File: src/tcl_pkg.sv
// Package of constants for the two-way tag comparator host controller
package tcl_pkg;
  // ----------------------------------------------------------------
  // Timing
  // ----------------------------------------------------------------
  localparam int CLK_NS       = 100;  // clk_sys period
  localparam int MATCH_NS     = 17;   // index to hit settle time
  localparam int STROBE_NS    = 200;  // least strobe low width
  localparam int SYNC_STAGES  = 2;
  localparam int MATCH_CYC_I  = (MATCH_NS + CLK_NS - 1) / CLK_NS;
  localparam int STROBE_CYC_I = (STROBE_NS + CLK_NS - 1) / CLK_NS;
  localparam logic [3:0] SETTLE_CYC = 4'(MATCH_CYC_I + SYNC_STAGES + 1);
  localparam logic [3:0] STROBE_CYC = 4'(STROBE_CYC_I < 1 ? 1 : STROBE_CYC_I);

  // ----------------------------------------------------------------
  // Register offsets
  // ----------------------------------------------------------------
  localparam logic [7:0] REG_CMD    = 8'h00;
  localparam logic [7:0] REG_INDEX  = 8'h04;
  localparam logic [7:0] REG_TAG    = 8'h08;
  localparam logic [7:0] REG_CFG    = 8'h0c;
  localparam logic [7:0] REG_STATUS = 8'h10;

  // ----------------------------------------------------------------
  // Field positions and reset values
  // ----------------------------------------------------------------
  localparam int CMD_AUTO    = 3;
  localparam int CMD_WAY     = 4;
  localparam int CMD_BADPAR  = 5;
  localparam int CMD_LRUUPD  = 6;
  localparam int ST_BUSY     = 0;
  localparam int ST_INITDONE = 1;
  localparam int ST_HIT1     = 2;
  localparam int ST_HIT2     = 3;
  localparam int ST_PFAULT   = 4;
  localparam int ST_WAY      = 5;
  localparam int ST_RDTAG    = 8;
  localparam int VALID_BIT   = 3;
  localparam logic CFG_VALID_RST = 1'b1;
  localparam logic [12:0] INDEX_RST = 13'h0000;
  localparam logic [3:0]  TAG_RST   = 4'h0;

  // ----------------------------------------------------------------
  // Operations
  // ----------------------------------------------------------------
  typedef enum logic [2:0] {
    OP_NOP     = 3'h0,
    OP_COMPARE = 3'h1,
    OP_WRITE   = 3'h2,
    OP_READ    = 3'h3,
    OP_CLEAR   = 3'h4,
    OP_MRESET  = 3'h5
  } tcl_op_t;
endpackage

File: src/tcl_sync_if.sv
// Interface carrying device pin levels into the synchroniser and out again
`timescale 1ns/1ps
interface tcl_sync_if;
  logic [7:0] pins;  // Raw pin levels
  logic [7:0] sync;  // Synchronised levels
  modport src (output pins, input sync);
  modport snk (input pins, output sync);
endinterface

File: src/tcl_host.sv
// Host controller that drives the two-way tag comparator through its pins
//
// Operation
// - Data RAM use: manual mode, clears inactive.
// - Controller forces one tag bit high.
// - Controller master-resets device after power-up.
// - Every entry-clear pulse in manual mode, tag bus released.
// - Drop recency strobe only after hits settle.
// - Store strobe writes tag, diagnostic bad parity.
`timescale 1ns/1ps
module tcl_host (
  input  wire logic        clk_sys,
  input  wire logic        resetn,
  input  wire logic [7:0]  reg_addr,
  input  wire logic [31:0] reg_wdata,
  input  wire logic        reg_wr,
  input  wire logic        reg_rd,
  output logic      [31:0] reg_rdata,
  output logic      [12:0] index_in,
  output logic      [3:0]  tag_bus_out,
  output logic             tag_bus_oe,
  input  wire logic [3:0]  tag_bus_in,
  output logic             chip_enable_n,
  output logic             output_enable_n,
  output logic             store_strobe_n,
  output logic             auto_way_choice,
  output logic             way_select_input,
  output logic             entry_clear_n,
  output logic             recency_update_strobe,
  output logic             device_reset_n,
  input  wire logic        hit_way_one,
  input  wire logic        hit_way_two,
  input  wire logic        parity_fault_n,
  input  wire logic        way_indicator
);
  typedef enum logic [2:0] {S_INIT, S_IDLE, S_SETUP, S_ACT, S_HOLD} tcl_state_t;

  // ----------------------------------------------------------------
  // Helpers
  // ----------------------------------------------------------------
  // Tag as applied to the pins, with the valid flag forced when enabled
  // valid flag forced
  function automatic logic [3:0] pick_tag(input logic [3:0] t, input logic v);
    logic [3:0] r;
    r = t;
    if (v) begin
      r[tcl_pkg::VALID_BIT] = 1'b1;
    end
    return r;
  endfunction

  // ----------------------------------------------------------------
  // Synchronised device outputs
  // ----------------------------------------------------------------
  tcl_sync_if sif ();
  assign sif.pins = {tag_bus_in, way_indicator, parity_fault_n, hit_way_two, hit_way_one};

  tcl_sync u_sync (
    .clk_sys (clk_sys),
    .resetn  (resetn),
    .sif     (sif)
  );

  logic       s_hit1;
  logic       s_hit2;
  logic       s_fault_n;
  logic       s_way;
  logic [3:0] s_tag;
  assign s_hit1    = sif.sync[0];
  assign s_hit2    = sif.sync[1];
  assign s_fault_n = sif.sync[2];
  assign s_way     = sif.sync[3];
  assign s_tag     = sif.sync[7:4];

  // ----------------------------------------------------------------
  // State
  // ----------------------------------------------------------------
  tcl_state_t      state,     next_state;
  logic [3:0]      cnt,       next_cnt;
  tcl_pkg::tcl_op_t op,       next_op;
  logic            c_auto,    next_c_auto;
  logic            c_way,     next_c_way;
  logic            c_badpar,  next_c_badpar;
  logic            c_lruupd,  next_c_lruupd;
  logic [12:0]     r_index,   next_r_index;
  logic [3:0]      r_tag,     next_r_tag;
  logic            r_valid,   next_r_valid;
  logic            init_done, next_init_done;
  logic            st_hit1,   next_st_hit1;
  logic            st_hit2,   next_st_hit2;
  logic            st_fault,  next_st_fault;
  logic            st_way,    next_st_way;
  logic [3:0]      st_tag,    next_st_tag;
  logic [31:0]     next_reg_rdata;
  logic [12:0]     next_index_in;
  logic [3:0]      next_tag_out;
  logic            next_tag_oe;
  logic            next_ce_n;
  logic            next_oe_n;
  logic            next_store_n;
  logic            next_auto;
  logic            next_wsel;
  logic            next_clr_n;
  logic            next_lru;
  logic            next_dev_rst_n;
  logic            cmd_ok;
  logic            busy;

  assign busy = (state != S_IDLE);

  // Commands are taken only when idle; before init only master reset
  assign cmd_ok = reg_wr && (reg_addr == tcl_pkg::REG_CMD) && !busy &&
                  (init_done || (reg_wdata[2:0] == tcl_pkg::OP_MRESET));

  // ----------------------------------------------------------------
  // Register file and sequencer, next values
  // ----------------------------------------------------------------
  always_comb begin
    next_state     = state;
    next_cnt       = cnt;
    next_op        = op;
    next_c_auto    = c_auto;
    next_c_way     = c_way;
    next_c_badpar  = c_badpar;
    next_c_lruupd  = c_lruupd;
    next_r_index   = r_index;
    next_r_tag     = r_tag;
    next_r_valid   = r_valid;
    next_init_done = init_done;
    next_st_hit1   = st_hit1;
    next_st_hit2   = st_hit2;
    next_st_fault  = st_fault;
    next_st_way    = st_way;
    next_st_tag    = st_tag;
    next_index_in  = index_in;
    next_tag_out   = tag_bus_out;
    next_tag_oe    = tag_bus_oe;
    next_ce_n      = chip_enable_n;
    next_oe_n      = output_enable_n;
    next_store_n   = store_strobe_n;
    next_auto      = auto_way_choice;
    next_wsel      = way_select_input;
    next_clr_n     = entry_clear_n;
    next_lru       = recency_update_strobe;
    next_dev_rst_n = device_reset_n;

    // Software writes to configuration registers
    if (reg_wr && !busy) begin
      if (reg_addr == tcl_pkg::REG_INDEX) begin
        next_r_index = reg_wdata[12:0];
      end
      if (reg_addr == tcl_pkg::REG_TAG) begin
        next_r_tag = reg_wdata[3:0];
      end
      if (reg_addr == tcl_pkg::REG_CFG) begin
        next_r_valid = reg_wdata[0];
      end
    end

    // Read data stand in the cycle after the strobe
    next_reg_rdata = 32'h0000_0000;
    if (reg_rd) begin
      case (reg_addr)
        tcl_pkg::REG_CMD: begin
          next_reg_rdata[2:0] = op;
          next_reg_rdata[tcl_pkg::CMD_AUTO]   = c_auto;
          next_reg_rdata[tcl_pkg::CMD_WAY]    = c_way;
          next_reg_rdata[tcl_pkg::CMD_BADPAR] = c_badpar;
          next_reg_rdata[tcl_pkg::CMD_LRUUPD] = c_lruupd;
        end
        tcl_pkg::REG_INDEX: next_reg_rdata[12:0] = r_index;
        tcl_pkg::REG_TAG:   next_reg_rdata[3:0]  = r_tag;
        tcl_pkg::REG_CFG:   next_reg_rdata[0]    = r_valid;
        tcl_pkg::REG_STATUS: begin
          next_reg_rdata[tcl_pkg::ST_BUSY]     = busy;
          next_reg_rdata[tcl_pkg::ST_INITDONE] = init_done;
          next_reg_rdata[tcl_pkg::ST_HIT1]     = st_hit1;
          next_reg_rdata[tcl_pkg::ST_HIT2]     = st_hit2;
          next_reg_rdata[tcl_pkg::ST_PFAULT]   = st_fault;
          next_reg_rdata[tcl_pkg::ST_WAY]      = st_way;
          next_reg_rdata[tcl_pkg::ST_RDTAG +: 4] = st_tag;
        end
        default: next_reg_rdata = 32'h0000_0000;
      endcase
    end

    case (state)
      S_INIT: begin
        next_op    = tcl_pkg::OP_MRESET;
        next_cnt   = 4'h0;
        next_state = S_SETUP;
      end

      S_IDLE: begin
        if (cmd_ok && (reg_wdata[2:0] != tcl_pkg::OP_NOP)) begin
          next_op       = tcl_pkg::tcl_op_t'(reg_wdata[2:0]);
          next_c_auto   = reg_wdata[tcl_pkg::CMD_AUTO];
          next_c_way    = reg_wdata[tcl_pkg::CMD_WAY];
          next_c_badpar = reg_wdata[tcl_pkg::CMD_BADPAR];
          next_c_lruupd = reg_wdata[tcl_pkg::CMD_LRUUPD];
          next_cnt      = 4'h0;
          next_state    = S_SETUP;
        end
      end

      // Present index, tag and mode, then wait for the hits to settle
      S_SETUP: begin
        next_index_in = r_index;
        next_cnt      = cnt + 4'h1;
        case (op)
          tcl_pkg::OP_COMPARE: begin
            next_ce_n    = 1'b0;
            next_tag_out = pick_tag(r_tag, r_valid);
            next_tag_oe  = 1'b1;
            next_auto    = 1'b1;
          end
          tcl_pkg::OP_WRITE: begin
            next_ce_n    = 1'b0;
            next_tag_out = pick_tag(r_tag, r_valid);
            next_tag_oe  = 1'b1;
            next_auto    = c_auto;
            next_wsel    = c_way;
          end
          tcl_pkg::OP_READ: begin
            next_ce_n = 1'b0;
            next_auto = 1'b0;
            next_wsel = c_way;
            next_oe_n = 1'b0;
          end
          tcl_pkg::OP_CLEAR: begin
            next_ce_n = 1'b0;
            next_auto = 1'b0;
            next_wsel = c_way;
          end
          default: next_ce_n = 1'b1;
        endcase
        if (cnt == tcl_pkg::SETTLE_CYC - 4'h1) begin
          next_cnt = 4'h0;
          if (op == tcl_pkg::OP_COMPARE) begin
            next_st_hit1  = s_hit1;
            next_st_hit2  = s_hit2;
            next_st_fault = !s_fault_n;
            next_st_way   = s_way;
            if (c_lruupd && (s_hit1 || s_hit2)) begin
              next_lru   = 1'b0;
              next_state = S_ACT;
            end else begin
              next_state = S_HOLD;
            end
          end else if (op == tcl_pkg::OP_READ) begin
            next_st_tag   = s_tag;
            next_st_fault = !s_fault_n;
            next_state    = S_HOLD;
          end else begin
            // diagnostic bad parity, read enable only under the strobe
            next_oe_n      = !((op == tcl_pkg::OP_WRITE) && c_badpar);
            next_store_n   = !(op == tcl_pkg::OP_WRITE);
            next_clr_n     = !(op == tcl_pkg::OP_CLEAR);
            next_dev_rst_n = !(op == tcl_pkg::OP_MRESET);
            next_state     = S_ACT;
          end
        end
      end

      // Hold the strobe low for its least width
      S_ACT: begin
        next_cnt = cnt + 4'h1;
        if (op == tcl_pkg::OP_WRITE) begin
          next_st_way = s_way;
        end
        if (cnt == tcl_pkg::STROBE_CYC - 4'h1) begin
          next_cnt       = 4'h0;
          next_store_n   = 1'b1;
          next_oe_n      = 1'b1;  // Device must not drive while our tag still stands
          next_clr_n     = 1'b1;
          next_lru       = 1'b1;
          next_dev_rst_n = 1'b1;
          next_state     = S_HOLD;
        end
      end

      // Release the pins and deselect; tag released in the same cycle as mode changes
      S_HOLD: begin
        next_tag_oe = 1'b0;
        next_oe_n   = 1'b1;
        next_ce_n   = 1'b1;
        next_auto   = 1'b0;
        next_state  = S_IDLE;
        if (op == tcl_pkg::OP_MRESET) begin
          next_init_done = 1'b1;
        end
      end

      default: next_state = S_IDLE;
    endcase
  end

  // ----------------------------------------------------------------
  // Registers
  // ----------------------------------------------------------------
  // All pin drivers come straight from flip-flops
  always_ff @(posedge clk_sys or negedge resetn) begin
    if (!resetn) begin
      state                 <= S_INIT;
      cnt                   <= 4'h0;
      op                    <= tcl_pkg::OP_NOP;
      c_auto                <= 1'b0;
      c_way                 <= 1'b0;
      c_badpar              <= 1'b0;
      c_lruupd              <= 1'b0;
      r_index               <= tcl_pkg::INDEX_RST;
      r_tag                 <= tcl_pkg::TAG_RST;
      r_valid               <= tcl_pkg::CFG_VALID_RST;
      init_done             <= 1'b0;
      st_hit1               <= 1'b0;
      st_hit2               <= 1'b0;
      st_fault              <= 1'b0;
      st_way                <= 1'b0;
      st_tag                <= 4'h0;
      reg_rdata             <= 32'h0000_0000;
      index_in              <= tcl_pkg::INDEX_RST;
      tag_bus_out           <= 4'h0;
      tag_bus_oe            <= 1'b0;
      chip_enable_n         <= 1'b1;
      output_enable_n       <= 1'b1;
      store_strobe_n        <= 1'b1;
      auto_way_choice       <= 1'b0;
      way_select_input      <= 1'b0;
      entry_clear_n         <= 1'b1;
      recency_update_strobe <= 1'b1;
      device_reset_n        <= 1'b1;
    end else begin
      state                 <= next_state;
      cnt                   <= next_cnt;
      op                    <= next_op;
      c_auto                <= next_c_auto;
      c_way                 <= next_c_way;
      c_badpar              <= next_c_badpar;
      c_lruupd              <= next_c_lruupd;
      r_index               <= next_r_index;
      r_tag                 <= next_r_tag;
      r_valid               <= next_r_valid;
      init_done             <= next_init_done;
      st_hit1               <= next_st_hit1;
      st_hit2               <= next_st_hit2;
      st_fault              <= next_st_fault;
      st_way                <= next_st_way;
      st_tag                <= next_st_tag;
      reg_rdata             <= next_reg_rdata;
      index_in              <= next_index_in;
      tag_bus_out           <= next_tag_out;
      tag_bus_oe            <= next_tag_oe;
      chip_enable_n         <= next_ce_n;
      output_enable_n       <= next_oe_n;
      store_strobe_n        <= next_store_n;
      auto_way_choice       <= next_auto;
      way_select_input      <= next_wsel;
      entry_clear_n         <= next_clr_n;
      recency_update_strobe <= next_lru;
      device_reset_n        <= next_dev_rst_n;
    end
  end
endmodule

File: src/tcl_sync.sv
// Two-stage synchroniser for the device's output pins
`timescale 1ns/1ps
module tcl_sync (
  input  wire logic clk_sys,
  input  wire logic resetn,
  tcl_sync_if.snk   sif
);
  logic [7:0] stage1;
  logic [7:0] stage2;
  logic [7:0] next_stage1;
  logic [7:0] next_stage2;

  // ----------------------------------------------------------------
  // Synchroniser chain
  // ----------------------------------------------------------------
  // Next values: the first stage feeds only the second
  always_comb begin
    next_stage1 = sif.pins;
    next_stage2 = stage1;
  end

  // Registers, idle value is all high like the pulled-up pins
  always_ff @(posedge clk_sys or negedge resetn) begin
    if (!resetn) begin
      stage1 <= 8'hff;
      stage2 <= 8'hff;
    end else begin
      stage1 <= next_stage1;
      stage2 <= next_stage2;
    end
  end

  assign sif.sync = stage2;
endmodule

File: config.mk
export PLATFORM = sky130hd
export DESIGN_NAME = tcl_host
export DESIGN_NICKNAME = d
export VERILOG_FILES = /design/src/tcl_pkg.sv /design/src/tcl_sync_if.sv /design/src/tcl_host.sv /design/src/tcl_sync.sv
export SDC_FILE = /design/constraint.sdc
export NUM_CORES = 1
export LEC_CHECK = 0
export BUFFER_PORTS_ARGS = -buffer_cell sky130_fd_sc_hd__clkbuf_2
export CORE_MARGIN = 3
export CORE_UTILIZATION = 52
export CTS_CLUSTER_SIZE = 14
export DETAILED_ROUTE_END_ITERATION = 6
export PLACE_DENSITY = 0.8
export SLEW_MARGIN = 0
export SYNTH_ARGS = -nofsm -noshare
export SYNTH_HDL_FRONTEND = slang
export SYNTH_HIERARCHICAL = 1
export SYNTH_SLANG_ARGS = --single-unit
File: constraint.sdc
create_clock -name clk_sys -period 6.2 [get_ports clk_sys]
set_input_delay 0.93 -clock clk_sys [delete_from_list [all_inputs] [get_ports clk_sys]]
set_output_delay 0.93 -clock clk_sys [all_outputs]
set_load 0.01 [all_outputs]
==> impl_metrics.json <==
{
  "status": "completed",
  "p_leak_nw": 2.37,
  "antenna_found_initial": 0,
  "synth_area_leader_cell": "dfrtp_1",
  "crit_type": "input port to flop",
  "drive_above_1_share": 0.367,
  "clkLatencyLatePin_ns": 0.36,
  "vias_per_cell": 5.66,
  "finalHoldViolCount": 0,
  "synthFlopType": "dfrtp_1",
  "reg2regPathDepth": 3,
  "synth_area_per_cell_sq_um": 11.6,
  "fin_crit_sh": 0.482,
  "drt_iter0_drc": 323,
  "hold_depth": 0,
  "maxCapViolCount": 0,
  "worst-endpoint-arrival_ns": 3.24,
  "ys_ff_latch": 96,
  "required_ns": 6.45,
  "syn_area_sq_um": 4360,
  "post_cts_resized": 0,
  "power_mw": 1.75,
  "grt_overflow": 0,
  "synth_cell_types": 55,
  "placed_cell_area_sq_um": 4730,
  "core_area_sq_um": 7930,
  "fp.dieW_um": 97.6,
  "route.detailed.drc": 0,
  "grt_max_degree": 70,
  "final_area_sq_um": 4910,
  "dp.cells": 536,
  "tns_ns": 0,
  "start_kind": "input port",
  "antenna_cells": 0,
  "root_buffer": "clkbuf_8",
  "worst_pin_slew_ns": 0.813,
  "cts_max_level": 3,
  "end_kind": "flop",
  "rsz0062_at_grt": "false",
  "port_buffers": 71,
  "ioPinCount": 110,
  "final_net_count": 500,
  "vdd_drop_max_v": 0.000171,
  "whs_ns": 0.356,
  "synth_commonest_cells": "73 x dfrtp_1, 50 x nand2_1, 31 x mux2_2",
  "finClkSkew_ns": 0.0102,
  "via_count": 3125,
  "fin_crit_ns": 2.99,
  "routed_wl_um": 9510,
  "cts_tree": "built",
  "powerDensity_nw_per_um2": 358,
  "synth.area.top_cells": "dfrtp_1 42%, dfstp_2 14%, mux2_2 8.0%",
  "hold_buffers": 0,
  "rows": 32,
  "worstPathMaxFanout": 13,
  "clk_pin_slew_ns": 0.09,
  "die_h_um": 97.6,
  "fin_cells": 552,
  "initial_core_util": 0.551,
  "syn_to_final_growth_pct": 12.4,
  "wl_per_cell_um": 17.2,
  "worstHoldPathType": "flop to flop",
  "seq_area_frac_synth": 0.557,
  "cts_made_buffers": 9,
  "clockBufferDepth": 2,
  "first_pass_iters": 5,
  "dieArea_sq_um": 9530,
  "ant_nets": 0,
  "drv_slew": 0,
  "gp_congestion": 0.878,
  "setup_viol": 0,
  "post_cts_buffers": 0,
  "async_flop_share": 1.00,
  "utilization": 0.619,
  "dp_hpwl_um": 6910,
  "clkSinkCount": 96,
  "synth_warnings": 6,
  "synth_edf_count": 0,
  "yosysMostFrequentCell": "dfrtp_1",
  "yosys.area.top_type_share": 0.419,
  "place_ws_ns": 2.81,
  "setup_ws_ns": 3.21,
  "grt_pass1_vias": 3202,
  "grt_usage": 0.210,
  "grt_pass1_wl_um": 15900,
  "fmax_mhz": 335,
  "synth_cells": 376,
  "slew-limit-headroom": 0.458
}
path summary, 6_finish.rpt:
kind / endpoint / from / slack [ns]
max in group asynchronous: auto_way_choice$_DFFE_PN0P_ / resetn / 4.59
min in group asynchronous: reg_rdata[5]$_DFF_PN0_ / resetn / 0.47
setup reg to reg: tag_bus_out[1]$_DFFE_PN0P_ / state[1]$_DFFE_PN0P_ / 3.90
hold reg to reg: u_sync/sif.sync[1]$_DFF_PN1_ / u_sync/next_stage2[1]$_DFF_PN1_ / 0.36
setup / recovery: r_index[3]$_DFFE_PN0P_ / reg_addr[4] / 3.21
hold / removal: u_sync/sif.sync[1]$_DFF_PN1_ / u_sync/next_stage2[1]$_DFF_PN1_ / 0.36
cell usage in the layout (no fill, tap or decap), types with 8 or more instances in the layout:
master,netlist,layout
dfstp_2,23,23
dfrtp_1,73,73
o21ai_0,9,9
nor2_1,19,19
conb_1,1,19
nor2b_1,13,13
clkbuf_8,0,9
mux2_4,10,10
nor3_1,10,10
a21oi_1,9,9
mux2_2,31,31
nand3_1,8,8
nand2_1,50,50
clkbuf_2,0,70
metal layers:
layer | part of all wire | track usage | routed length, um | vias to the layer above
met5 | 0 | 0 | 0 | -
met4 | 0.014 | 0.0724 | 137 | 0
met3 | 0.068 | 0.0474 | 651 | 12
met2 | 0.48 | 0.332 | 4580 | 136
met1 | 0.43 | 0.286 | 4130 | 1553
li1 | - | - | - | 1424
power breakdown:
group | switching [mW] | total [mW] | internal, mW
sequential | 0.128 | 0.856 | 0.729
clock | 0.227 | 0.379 | 0.152
combinational | 0.297 | 0.519 | 0.222
cell families after synthesis:
family | after synthesis | share of synthesized area
simple gates | 134 | 0.167
fa+ha+maj | 3 | 0.00860
xor+xnor | 2 | 0.00401
compound gates | 58 | 0.0920
flops | 96 | 0.557
mux | 43 | 0.119
other cells | 1 | 0.000859
buf+inv | 39 | 0.0519
sequential cells by signal (all words and copies together) (netlist names), 4 cells and up:
register	flops
index_in	13
r_index	13
reg_rdata	13
u_sync/next_stage2	8
u_sync/sif.sync	8
cnt	4
r_tag	4
st_tag	4
tag_bus_out	4
worst max-delay path, cell delays in order:
cell and delay (ns):
clkbuf_2 0.23, or4_4 0.62, nor4_4 0.58, nand2_2 0.46, mux2_4 0.42
cell type report:
type | instances | area, sq um
clock inverter | 6 | 51.3
fill | 646 | 3020
sequential | 96 | 2430
clock buffer | 10 | 128
timing repair buffer | 73 | 373
inverter | 6 | 22.5
tap | 102 | 128
multi-input combinational | 259 | 1770
No activity file was read; power rests on OpenSTA's default activity.
